$ cat src/stepper_pkg.sv
// Package with word layout, field positions, codes and timing constants for the stepper timing logic.
package stepper_pkg;

    // Serial word geometry.
    localparam int WORD_BITS        = 19;
    localparam int SEL_POS          = 0;
    localparam int IDLE_RELEASE_POS = 18;

    // Timing configuration word field positions.
    localparam int BLANK_LSB   = 1;
    localparam int OFF_LSB     = 3;
    localparam int FAST_LSB    = 8;
    localparam int CLKSEL_LSB  = 12;
    localparam int RECT_LSB    = 14;
    localparam int TEST_LSB    = 16;

    // Current code, phase and mode positions in the bridge word.
    localparam int DAC1_LSB    = 1;
    localparam int DAC2_LSB    = 7;
    localparam int PHASE1_POS  = 13;
    localparam int PHASE2_POS  = 14;
    localparam int MODE1_POS   = 15;
    localparam int MODE2_POS   = 16;

    // Reset value of both serial words.
    localparam logic [17:0] WORD_RESET = 18'h0_0000;

    // Blanking lengths in timebase periods.
    localparam logic [3:0] BLANK_4  = 4'h4;
    localparam logic [3:0] BLANK_6  = 4'h6;
    localparam logic [3:0] BLANK_8  = 4'h8;
    localparam logic [3:0] BLANK_12 = 4'hc;

    // Per-step periods of the off and fast-decay counters.
    localparam logic [8:0] STEP_PERIODS = 9'h008;

    // Timing clock source codes.
    typedef enum logic [1:0] {
        CLK_INTERNAL = 2'b00,
        CLK_EXT_DIV1 = 2'b01,
        CLK_EXT_DIV2 = 2'b10,
        CLK_EXT_DIV4 = 2'b11
    } clk_src_e;

    // Rectifier mode codes.
    typedef enum logic [1:0] {
        RECT_ACTIVE  = 2'b00,
        RECT_OFF     = 2'b01,
        RECT_PASSIVE = 2'b10,
        RECT_LOWSIDE = 2'b11
    } rect_mode_e;

    // Per-bridge chopping states.
    typedef enum logic [1:0] {
        ST_DRIVE = 2'b00,
        ST_FAST  = 2'b01,
        ST_SLOW  = 2'b10,
        ST_BLANK = 2'b11
    } chop_state_e;

endpackage : stepper_pkg

$ cat src/timing_cfg_if.sv
// Interface carrying the decoded timing configuration to each bridge chopper.
interface timing_cfg_if;
    logic [1:0] blank_code;
    logic [4:0] off_code;
    logic [3:0] fast_code;
    logic [1:0] rect_mode;
    logic       tick;
    logic       run;

    modport src (output blank_code, off_code, fast_code, rect_mode, tick, run);
    modport dst (input  blank_code, off_code, fast_code, rect_mode, tick, run);
endinterface : timing_cfg_if

$ cat src/stepper_timing_ctrl.sv
// Top of the stepper timing control: serial port, clock source, supervision, two choppers.
module stepper_timing_ctrl
(
    input  wire logic         clock_i,            // System clock, 250 MHz.
    input  wire logic         sys_rst_i,          // Synchronous reset, high.
    input  wire logic         ser_clk_i,          // Serial port clock.
    input  wire logic         ser_data_i,         // Serial port data.
    input  wire logic         ser_strobe_i,       // Serial strobe, idles high.
    input  wire logic         sleep_n_i,          // Sleep input, low sleeps.
    input  wire logic         timing_source_pin_i,// External timing clock.
    input  wire logic         int_osc_i,          // Internal oscillator level.
    input  wire logic         over_temp_i,        // Junction too hot.
    input  wire logic         pump_supply_low_i,  // Pump supply low.
    input  wire logic         sink_gate_supply_low_i, // Sink-gate supply low.
    input  wire logic         undervoltage_lockout_i, // Logic supply low.
    input  wire logic [1:0]   trip_i,             // Sense comparators, per bridge.
    input  wire logic [1:0]   zero_i,             // Zero current detect, per bridge.
    input  wire logic [1:0]   rev_lim_i,          // Reverse current limit, per bridge.
    output logic              pump_en_o,          // Charge pump enable.
    output logic              master_timebase_o,  // Selected timebase pulse.
    output logic [17:0]       bridge_word_o,      // Bridge word contents.
    output logic [17:0]       timing_config_word_o, // Timing word contents.
    output logic [3:0]        gate_hi_o,          // High sides: 1A,1B,2A,2B.
    output logic [3:0]        gate_lo_o           // Low sides: 1A,1B,2A,2B.
);
    import stepper_pkg::*;

    logic [WORD_BITS-1:0] shift_q;
    logic [4:0]           nbits_q;
    logic                 sclk_q;
    logic                 strobe_q;
    logic [17:0]          word0_q;
    logic [17:0]          word1_q;

    // Port clear from sleep or undervoltage.
    wire clear_port = !sleep_n_i || undervoltage_lockout_i;
    wire sclk_rise  = ser_clk_i && !sclk_q;
    // Word latches when strobe returns high after a write cycle.
    wire strobe_end = ser_strobe_i && !strobe_q;
    wire full_word  = nbits_q == 5'(WORD_BITS);

    // Serial shift: first bit lands at the top, select ends at bit 0.
    always_ff @(posedge clock_i)
    begin
        if (sys_rst_i || clear_port)
        begin
            shift_q  <= 19'h0_0000;
            nbits_q  <= 5'h00;
            sclk_q   <= 1'b0;
            strobe_q <= 1'b1;
        end
        else
        begin
            sclk_q   <= ser_clk_i;
            strobe_q <= ser_strobe_i;
            if (ser_strobe_i)
                nbits_q <= 5'h00;
            else if (sclk_rise)
            begin
                shift_q <= {shift_q[WORD_BITS-2:0], ser_data_i};
                if (!full_word)
                    nbits_q <= nbits_q + 5'h01;
            end
        end
    end

    // Word store; the select bit picks the destination.
    always_ff @(posedge clock_i)
    begin
        if (sys_rst_i || clear_port)
        begin
            word0_q <= WORD_RESET;
            word1_q <= WORD_RESET;
        end
        else if (strobe_end && nbits_q == 5'(WORD_BITS))
        begin
            if (shift_q[SEL_POS])
                word1_q <= shift_q[WORD_BITS-1:1];
            else
                word0_q <= shift_q[WORD_BITS-1:1];
        end
    end

    // Field access: word bit Dn is stored at index n-1.
    wire [1:0] clk_sel  = word1_q[CLKSEL_LSB-1 +: 2];
    wire       idle_rel = word1_q[IDLE_RELEASE_POS-1];

    // Timebase selection: internal and external levels edge-detected.
    logic int_q;
    logic ext_q;
    logic [1:0] div_q;
    wire  int_rise = int_osc_i && !int_q;
    wire  ext_rise = timing_source_pin_i && !ext_q;
    // Dividing the external clock counts its rising edges.
    wire  div_hit  = (clk_sel == CLK_EXT_DIV1)
                  || (clk_sel == CLK_EXT_DIV2 && div_q[0])
                  || (clk_sel == CLK_EXT_DIV4 && div_q == 2'b11);
    wire  tick     = (clk_sel == CLK_INTERNAL) ? int_rise : (ext_rise && div_hit);

    always_ff @(posedge clock_i)
    begin
        if (sys_rst_i)
        begin
            int_q <= 1'b0;
            ext_q <= 1'b0;
            div_q <= 2'b00;
            master_timebase_o <= 1'b0;
        end
        else
        begin
            int_q <= int_osc_i;
            ext_q <= timing_source_pin_i;
            master_timebase_o <= tick;
            if (ext_rise)
                div_q <= div_q + 2'b01;
        end
    end

    // Bridge gates run only when awake, released from idle and fault free.
    wire fault = over_temp_i || pump_supply_low_i || sink_gate_supply_low_i;
    wire run   = idle_rel && !fault && !clear_port;

    timing_cfg_if cfg_bus ();
    assign cfg_bus.blank_code = word1_q[BLANK_LSB-1 +: 2];
    assign cfg_bus.off_code   = word1_q[OFF_LSB-1 +: 5];
    assign cfg_bus.fast_code  = word1_q[FAST_LSB-1 +: 4];
    assign cfg_bus.rect_mode  = word1_q[RECT_LSB-1 +: 2];
    assign cfg_bus.tick       = tick;
    assign cfg_bus.run        = run;

    // One chopper per bridge.
    genvar b;
    generate
        for (b = 0; b < 2; b++)
        begin : g_bridge
            localparam int DLSB = (b == 0) ? DAC1_LSB : DAC2_LSB;
            localparam int PPOS = (b == 0) ? PHASE1_POS : PHASE2_POS;
            localparam int MPOS = (b == 0) ? MODE1_POS : MODE2_POS;
            bridge_chopper u_chop (
                .clock_i     (clock_i),
                .sys_rst_i   (sys_rst_i),
                .cfg         (cfg_bus),
                .dac_i       (word0_q[DLSB-1 +: 6]),
                .phase_i     (word0_q[PPOS-1]),
                .slow_only_i (word0_q[MPOS-1]),
                .trip_i      (trip_i[b]),
                .zero_i      (zero_i[b]),
                .rev_lim_i   (rev_lim_i[b]),
                .a_hi_o      (gate_hi_o[2*b]),
                .a_lo_o      (gate_lo_o[2*b]),
                .b_hi_o      (gate_hi_o[2*b+1]),
                .b_lo_o      (gate_lo_o[2*b+1])
            );
        end
    endgenerate

    // Status outputs; the undervoltage monitor itself is never gated by idle.
    always_ff @(posedge clock_i)
    begin
        if (sys_rst_i)
        begin
            pump_en_o            <= 1'b0;
            bridge_word_o        <= WORD_RESET;
            timing_config_word_o <= WORD_RESET;
        end
        else
        begin
            pump_en_o            <= idle_rel && !clear_port;
            bridge_word_o        <= word0_q;
            timing_config_word_o <= word1_q;
        end
    end

endmodule : stepper_timing_ctrl

$ cat src/bridge_chopper.sv
// Fixed off-time chopper for one full bridge, with blanking and decay selection.
module bridge_chopper
    import stepper_pkg::*;
(
    input  wire logic         clock_i,       // System clock.
    input  wire logic         sys_rst_i,     // Synchronous reset.
    timing_cfg_if.dst         cfg,           // Shared timing settings.
    input  wire logic [5:0]   dac_i,         // Current code, zero disables.
    input  wire logic         phase_i,       // Current direction.
    input  wire logic         slow_only_i,   // One selects slow decay only.
    input  wire logic         trip_i,        // Sense comparator output.
    input  wire logic         zero_i,        // Zero load current detected.
    input  wire logic         rev_lim_i,     // Reversed current at limit.
    output logic              a_hi_o,        // Output A high-side gate.
    output logic              a_lo_o,        // Output A low-side gate.
    output logic              b_hi_o,        // Output B high-side gate.
    output logic              b_lo_o         // Output B low-side gate.
);
    import stepper_pkg::*;

    chop_state_e state_q, state_d;
    logic [8:0]  cnt_q,   cnt_d;
    logic        phase_q;
    logic        sr_cut_q, sr_cut_d;

    // Off-time and fast-decay lengths in periods: (1+N)*8-1.
    wire  [8:0] off_len   = 9'((10'(cfg.off_code) + 10'd1) * 10'(STEP_PERIODS) - 10'd1);
    wire  [8:0] fast_len  = 9'((9'(cfg.fast_code) + 9'd1) * STEP_PERIODS - 9'd1);
    wire        enabled   = cfg.run && (dac_i != 6'h00);
    wire        phase_chg = phase_q != phase_i;
    wire  [3:0] blank_len = (cfg.blank_code == 2'b00) ? BLANK_4 :
                            (cfg.blank_code == 2'b01) ? BLANK_6 :
                            (cfg.blank_code == 2'b10) ? BLANK_8 : BLANK_12;
    // Fast decay holds while the count is below fast_len; a longer fast
    // setting simply keeps it for the whole off-time.
    wire        in_fast   = !slow_only_i && (cnt_q < fast_len);

    // Next-state logic of the chopper.
    always_comb
    begin
        state_d  = state_q;
        cnt_d    = cnt_q;
        sr_cut_d = sr_cut_q;
        if (!enabled)
        begin
            state_d  = ST_FAST;
            cnt_d    = 9'h000;
            sr_cut_d = 1'b0;
        end
        else if (phase_chg)
        begin
            state_d = ST_BLANK;
            cnt_d   = 9'h000;
        end
        else if (cfg.tick)
        begin
            case (state_q)
                ST_DRIVE:
                begin
                    if (trip_i)
                    begin
                        state_d  = in_fast ? ST_FAST : ST_SLOW;
                        cnt_d    = 9'h000;
                        sr_cut_d = 1'b0;
                    end
                end
                ST_FAST, ST_SLOW:
                begin
                    if (cnt_q + 9'h001 >= off_len)
                    begin
                        state_d = ST_BLANK;
                        cnt_d   = 9'h000;
                    end
                    else
                    begin
                        cnt_d   = cnt_q + 9'h001;
                        state_d = (!slow_only_i && (cnt_d < fast_len)) ? ST_FAST : ST_SLOW;
                    end
                    // Rectifier cut-off on zero or reversed-limit current.
                    if ((cfg.rect_mode == RECT_ACTIVE && zero_i) ||
                        (cfg.rect_mode == RECT_PASSIVE && rev_lim_i))
                        sr_cut_d = 1'b1;
                end
                ST_BLANK:
                begin
                    // Comparator is ignored here so the turn-on spike cannot trip.
                    if (cnt_q + 9'h001 >= 9'(blank_len))
                    begin
                        state_d = ST_DRIVE;
                        cnt_d   = 9'h000;
                    end
                    else
                        cnt_d = cnt_q + 9'h001;
                end
                default:
                begin
                    state_d = ST_BLANK;
                    cnt_d   = 9'h000;
                end
            endcase
        end
    end

    // State registers; phase is tracked so a change restarts blanking.
    always_ff @(posedge clock_i)
    begin
        if (sys_rst_i)
        begin
            state_q  <= ST_FAST;
            cnt_q    <= 9'h000;
            phase_q  <= 1'b0;
            sr_cut_q <= 1'b0;
        end
        else
        begin
            state_q  <= state_d;
            cnt_q    <= cnt_d;
            phase_q  <= phase_i;
            sr_cut_q <= sr_cut_d;
        end
    end

    // Gate drive. Driving phase: A high/B low for phase 1.
    // Off-time: source side chopped; in low-side mode fast decay is not reversed
    // and both low sides recirculate.
    wire drive    = enabled && (state_q == ST_DRIVE || state_q == ST_BLANK);
    wire decay    = enabled && (state_q == ST_FAST || state_q == ST_SLOW);
    wire sr_ok    = (cfg.rect_mode != RECT_OFF) && !sr_cut_q;
    wire low_only = cfg.rect_mode == RECT_LOWSIDE;
    wire fast_now = state_q == ST_FAST;
    // With rectification on and not cut, fast decay reverses the bridge except in low-side mode; slow decay shorts the low sides.
    wire sink_a   = phase_i ? 1'b0 : 1'b1;

    always_ff @(posedge clock_i)
    begin
        if (sys_rst_i)
        begin
            a_hi_o <= 1'b0;
            a_lo_o <= 1'b0;
            b_hi_o <= 1'b0;
            b_lo_o <= 1'b0;
        end
        else
        begin
            a_hi_o <= drive && phase_i
                   || decay && sr_ok && !low_only && fast_now && !phase_i;
            b_hi_o <= drive && !phase_i
                   || decay && sr_ok && !low_only && fast_now && phase_i;
            a_lo_o <= drive && sink_a
                   || decay && sr_ok && (low_only || !fast_now || phase_i);
            b_lo_o <= drive && !sink_a
                   || decay && sr_ok && (low_only || !fast_now || !phase_i);
        end
    end

endmodule : bridge_chopper

$ cat config.mk
export PLATFORM = sky130hd
export DESIGN_NAME = stepper_timing_ctrl
export DESIGN_NICKNAME = d
export VERILOG_FILES = /design/src/stepper_pkg.sv /design/src/timing_cfg_if.sv /design/src/stepper_timing_ctrl.sv /design/src/bridge_chopper.sv
export SDC_FILE = /design/constraint.sdc
export NUM_CORES = 1
export LEC_CHECK = 0
export CORE_MARGIN = 1
export CORE_UTILIZATION = 60
export DETAILED_ROUTE_END_ITERATION = 7
export DONT_BUFFER_PORTS = 1
export MAX_ROUTING_LAYER = met4
export PLACE_DENSITY_LB_ADDON = 0.08
export SKIP_LAST_GASP = 1
export SLEW_MARGIN = 0
export SYNTH_ARGS = -nofsm -noshare
export SYNTH_HDL_FRONTEND = slang
export SYNTH_HIERARCHICAL = 1
export SYNTH_SLANG_ARGS = --single-unit
$ cat constraint.sdc
create_clock -name clock_i -period 4.68 [get_ports clock_i]
set_input_delay 0.468 -clock clock_i [delete_from_list [all_inputs] [get_ports clock_i]]
set_output_delay 0.468 -clock clock_i [all_outputs]
set_load 0.005 [all_outputs]
# == Word level (Yosys, flattened, before mapping) ==
# Cells that the tools add are included.
# totals
reg_bits,138
inputBits,18
wordCells,237
# op_classes
add_sub_neg,8
magnitude_cmp,8
eq_ne,28
n_mux,36
n_bitwise,7
reduce_logical,119
# ops
op,count
$mux 9,6
$pmux 9 s3,2
$logic_and 1x1->1,47
$lt 9x9->1,4
$mux 2,14
$logic_or 1x1->1,26
$eq 2x2->1 const B,10
$add 9x1->9 const B,2
$ge 9x4->1,2
$ge 9x9->1,2
$sub 9x1->9 const B,2
$logic_not 1->1,16
$pmux 2 s3,2
$reduce_and 2->1,6
$reduce_and 3->1,4
$reduce_bool 6->1,2
$logic_not 2->1,5
$ne 2x1->1 const B,5
$reduce_and 5->1,2
$reduce_or 2->1,5
$eq 2x1->1 const B,4
$mux 4,2
$reduce_bool 2->1,4
$mux 1,7
other kinds (13),25

# == Longest topological paths before layout ==
# logic_depth
depth_word,12
depth_mapped,14

# == By module ==
# Netlist, hierarchy kept.
# by_module_without_submodules
mod,n_inst,cells_each,area_each_um2,seq_area_each_um2
bridge_chopper,2,232,1855.5,340.3
stepper_timing_ctrl,1,357,3593.4,2082.0

# == Least setup slack after synthesis ==
# OpenSTA, ideal clock, no wires.
# synth_timing
path_kind,reg2reg
startpoint,register word1_q[2]
endpoint,register g_bridge[0].u_chop.cnt_q[0]
setup_time_ps,70
arrival_ps,3167
required_ps,4610
path_slack_ps,1444
path_stages_with_launch,14
path_buffers,0
synth_period_minus_slack_ps,3236
path_cell_list,dfxtp_1 -> ha_1 -> nand2_1 -> o21ba_2 -> o21ai_0 -> nand2_1 -> xor2_1 -> ha_1 -> a211oi_1 -> nand2_1 -> o41ai_4 -> a32oi_1 -> or4_1 -> a21oi_1
# synth_via
elab_chain_len,5
# synth_rtl
item,line_no,text
"start, declared",stepper_timing_ctrl.sv:33,logic [17:0] word1_q;
"start signal, assigned",stepper_timing_ctrl.sv:78,word1_q <= shift_q[WORD_BITS-1:1];
$add 5x1->6,bridge_chopper.sv:27,wire [8:0] off_len = 9'((10'(cfg.off_code) + 10'd1) * 10'(STEP_PERIODS) - 10'd1);
$sub 9x1->9,bridge_chopper.sv:27,
$ge 9x9->1,bridge_chopper.sv:69,if (cnt_q + 9'h001 >= off_len)
$mux 9,bridge_chopper.sv:69,
$pmux 9 s3,bridge_chopper.sv:57,case (state_q)
"end signal, assigned",bridge_chopper.sv:117,cnt_q <= cnt_d;
"end, declared",bridge_chopper.sv:22,"logic [8:0] cnt_q, cnt_d;"
# No other way between the ends.
# A chain may end at the register's enable or synchronous reset.

# == Worst setup path after layout ==
# layout_timing
startpoint,register word1_q[2]
endpoint,register g_bridge[0].u_chop.cnt_q[1]
# Same word-level chain as after synthesis.

==> metrics.md <==
| Metric | Value |
|---|---|
| Post-synth top area share | approximately 38% |
| Data required time of the critical path | between 5000 and 6000 ps |
| Distinct cell type count after synthesis | between 60 and 70 |
| Layout Area Growth over Synthesis | 8.08% |
| Seq pwr share | a little under half |
| CP Launch Type | flop |
| IO Count | 64 |
| Total power | around 2.5 mW |
| Worst-path cell chain | ha_1 -> nand2_1 -> o21ba_2 -> o21ai_0 -> nand2_1 -> xor2_1 -> ha_1 -> a211oi_1 -> nand2_1 -> o41ai_4 -> a32oi_1 -> or4_1 -> a21oi_1 |
| Switch Pwr | roughly 0.52 mW |
| Worst Hold Class | input port to flop |
| DR pass1 iterations | 8 |
| Worst-skew pair later-pin latency | between 400 and 500 ps |
| Sum Neg Setup Slack | 0 ps |
| Filler cells | around 940 |
| Top cells by area, synth | dfxtp_1 (38%), ha_1 (9.9%), nand2_1 (7.3%), mux2i_1 (5.6%), nor2b_1 (4.4%) |
| RSZ-0062 raised after global routing | no |
| #FFs+latches synth | around 140 |
| Cell Rows | 39 |
| Mapped Nets | around 900 |
| Hold Worst Slack | approximately 130 ps |
| Vias per cell | ~6.0 |
| Clock slew at reported path FFs | approximately 60 ps |
| Share of layout cells above drive strength 1 | a little over 7% |
| Sink Count | around 140 |
| Highest clock rate | roughly 260 MHz |
| First-pass GRT wire length | between 20 and 30 mm |
| Yosys warnings | 6 |
| Worst Tran Pin Value | about 1100 ps |
| Starting Density | a little over three fifths |
| Synth Flop Type | dfxtp_1 |
| Violated checks | design-rule violations |
| Final setup viols | 0 |
| Initial antenna violation count | 0 |
| Switching part of the total | a little over a fifth |
| Mapped cell area | about 7300 um^2 |
| Cts bufs inserted | 17 |
| Post-route DRC | 1 |
| Slew Limit Headroom | a little under a quarter |
| Overall Global Routing Usage | between 20% and 30% |
| Status | complete, but fails checks |
| Gate power share | under 10% |
| Die outline height | roughly 110 um |
| Number of synthesized flops with an enable pin | 0 |
| Endpoints failing hold | 0 |
| Max-capacitance violation count | 0 |
| Max IR drop VDD | ~0.33 mV |
| RePlAce Congestion | roughly 0.89 |
| Yosys top cell by area | dfxtp_1 |
| M3 GR Usage | 6.21% |
| Crit path time final | around 3800 ps |
| Met2 usage | a little under half |
| Met1 Use GR | between 30% and 40% |
| Post-CTS Repair Setup Buffers | 0 |
| Slowest CP cell | dfxtp_1 |
| Slowest stage delay, CP | 630 ps |
| First DRT Iteration DRCs | about 380 |
| Final Util | 67.7% |
| GRT Max-Usage Layer | met2 |
| DP HPWL | around 12 mm |
| Clk pwr share | approximately half |
| Ys async rst share | 0% |
| Core box area | around 12000 um^2 |
| Max FO, Critical Path | 14 |
| ANT cells | 0 |
| CP arrival | roughly 4200 ps |
| Final Slew Violations | 0 |
| Syn_area_per_cell | around 8.9 um^2 |
| Largest net degree at the start of global routing | 59 |
| Vias in the first global route | about 5700 |
| Cell Int Power | about 2.0 mW |
| Full die area | 12600 um^2 |
| CTS tree | built |
| Gr ovfl total | 0 |
| Nets | 892 |
| Final WL | 16.3 mm |
| Top cell by count, worst path | nand2_1 |
| Final ANT Viol Nets | 0 |
| WS Path Type | flop to flop |
| Power per cell area | ~320 nW/um^2 |
| # hold bufs at CTS | 0 |
| Root buffer cell | clkbuf_16 |
| Via count | 5802 |
| Register area share after synthesis | a little under two fifths |
| Internal reg-to-reg setup slack | ~870 ps |
| Fin Clk Skew | between 7 and 8 ps |
| Static Leak | approximately 2.9 nW |
| Routed length per instance | roughly 17 um |
| Crit end category | flop |
| Die width | between 100 and 150 um |
| Post-Syn Instances | ~820 |
| H-tree depth | 4 |
| I/O Buffers | 0 |
| Final Cycle Share | between 80% and 90% |
| CTS max path bufs | 2 |
| Post-CTS Resized | 0 |
-- state kept, by name, summed over array words and instances (netlist names), 2 cells and up --
signal,count
g_bridge.u_chop/b_hi_o,2
g_bridge.u_chop/a_lo_o,2
word0_q,18
bridge_word_o,18
nbits_q,5
g_bridge.u_chop/b_lo_o,2
word1_q,18
g_bridge.u_chop/state_q,4
g_bridge.u_chop/sr_cut_q,2
g_bridge.u_chop/phase_q,2
g_bridge.u_chop/cnt_q,18
timing_config_word_o,18
shift_q,19
div_q,2
g_bridge.u_chop/a_hi_o,2
-- power groups by stage --
stage               sequential, mW  combinational (mW)  clock, mW
global route                  1.18              0.0471       1.34
detailed placement            1.21              0.0422          0
finish                        1.18              0.0426       1.27
global placement              1.21              0.0415          0
floorplan                     1.21              0.0366          0
CTS                           1.18              0.0425       1.28
-- Yosys cell counts (4+ instances only) --
cell,count
clkbuf_1,12
a21oi_1,49
nor4_1,4
nand2b_1,4
o21ai_0,26
nand3_1,17
xor2_1,12
a21o_1,7
nor2b_1,51
a32oi_1,4
o211ai_1,4
inv_1,37
mux2i_1,41
and3_1,4
nor2_1,36
xnor2_1,19
nand3b_1,4
buf_6,8
dfxtp_1,138
or3_1,10
nor3b_1,4
nand4_1,10
buf_1,4
a211oi_1,8
o21a_1,6
o21ai_1,4
a2111o_1,4
or4_1,6
nor3_1,11
nand2_1,143
ha_1,58
or3_2,5
and2_1,6
a31oi_1,9
-- cell usage in the layout, fill, tap and decap left out, types with 5 or more instances in the layout --
cell       Yosys  final
a21o_1         7      7
a211oi_1       8      8
nand3_1       17     17
or4_1          6      6
or3_1         10     10
ha_1          58     58
and2_1         6      6
a31oi_1        9      9
nor2b_1       51     51
o21ai_0       26     26
o21a_1         6      6
nor3_1        11     11
mux2i_1       41     41
inv_1         37     37
nor2_1        36     36
xnor2_1       19     19
nand4_1       10     10
nand2_1      143    143
dfxtp_1      138    138
or3_2          5      5
xor2_1        12     12
a21oi_1       49     49
clkbuf_16      0     17
-- through the flow --
step	area, um^2	setup WS, ps	std cells
2_1_floorplan	7300	1440	821
3_3_place_gp	7330	1160	940
3_5_place_dp	7330	909	940
4_1_cts	7900	894	972
5_1_grt	7900	532	972
6_report	7900	870	972
-- layout make-up --
| cell class | count | area (um^2) | share of cell area [%] |
|---|---|---|---|
| inverters | 37 | 139 | 1.76 |
| repair buffers | 4 | 30.0 | 0.380 |
| clock inverters | 9 | 88.8 | 1.13 |
| clock buffers | 23 | 478 | 6.05 |
| well taps | 143 | 179 | 2.27 |
| multi-input cells | 618 | 4220 | 53.4 |
| flip-flops and latches | 138 | 2760 | 35.0 |
-- kinds of logic after synthesis --
family | Yosys count | share of synthesized area, %
and+or+nand+nor | 334 | 23.6
AOI/OAI and AO/OA | 152 | 14.5
DFF | 138 | 37.8
buffers and inverters | 65 | 4.50
adders and majority gates | 60 | 10.2
muxes | 41 | 5.62
xor gates and xnor gates | 31 | 3.72
-- worst max-delay path: cells and delay by family, from the launching register on --
| kind | cells | cell delay, ps |
|---|---|---|
| compound gates | 6 | 1550 |
| simple gates | 4 | 770 |
| flops | 1 | 630 |
| fa+ha+maj | 2 | 610 |
| xor+xnor | 1 | 170 |
-- worst paths after layout --
kind / startpoint / end / cells after the start
min reg2reg: word1_q[15] / word1_q[15] / 2
min: sys_rst_i / bridge_word_o[0] / 1
max: word1_q[2] / g_bridge[0].u_chop/cnt_q[1] / 13
max reg2reg: word1_q[2] / g_bridge[0].u_chop/cnt_q[1] / 13
-- layer usage --
layer  share of wire [%]  wire length, um
met1                  44             7230
met2                  48             7890
met3                 3.7              596
met4                 3.6              590
met5                   0                0
(Power assumes the default switching activity.)
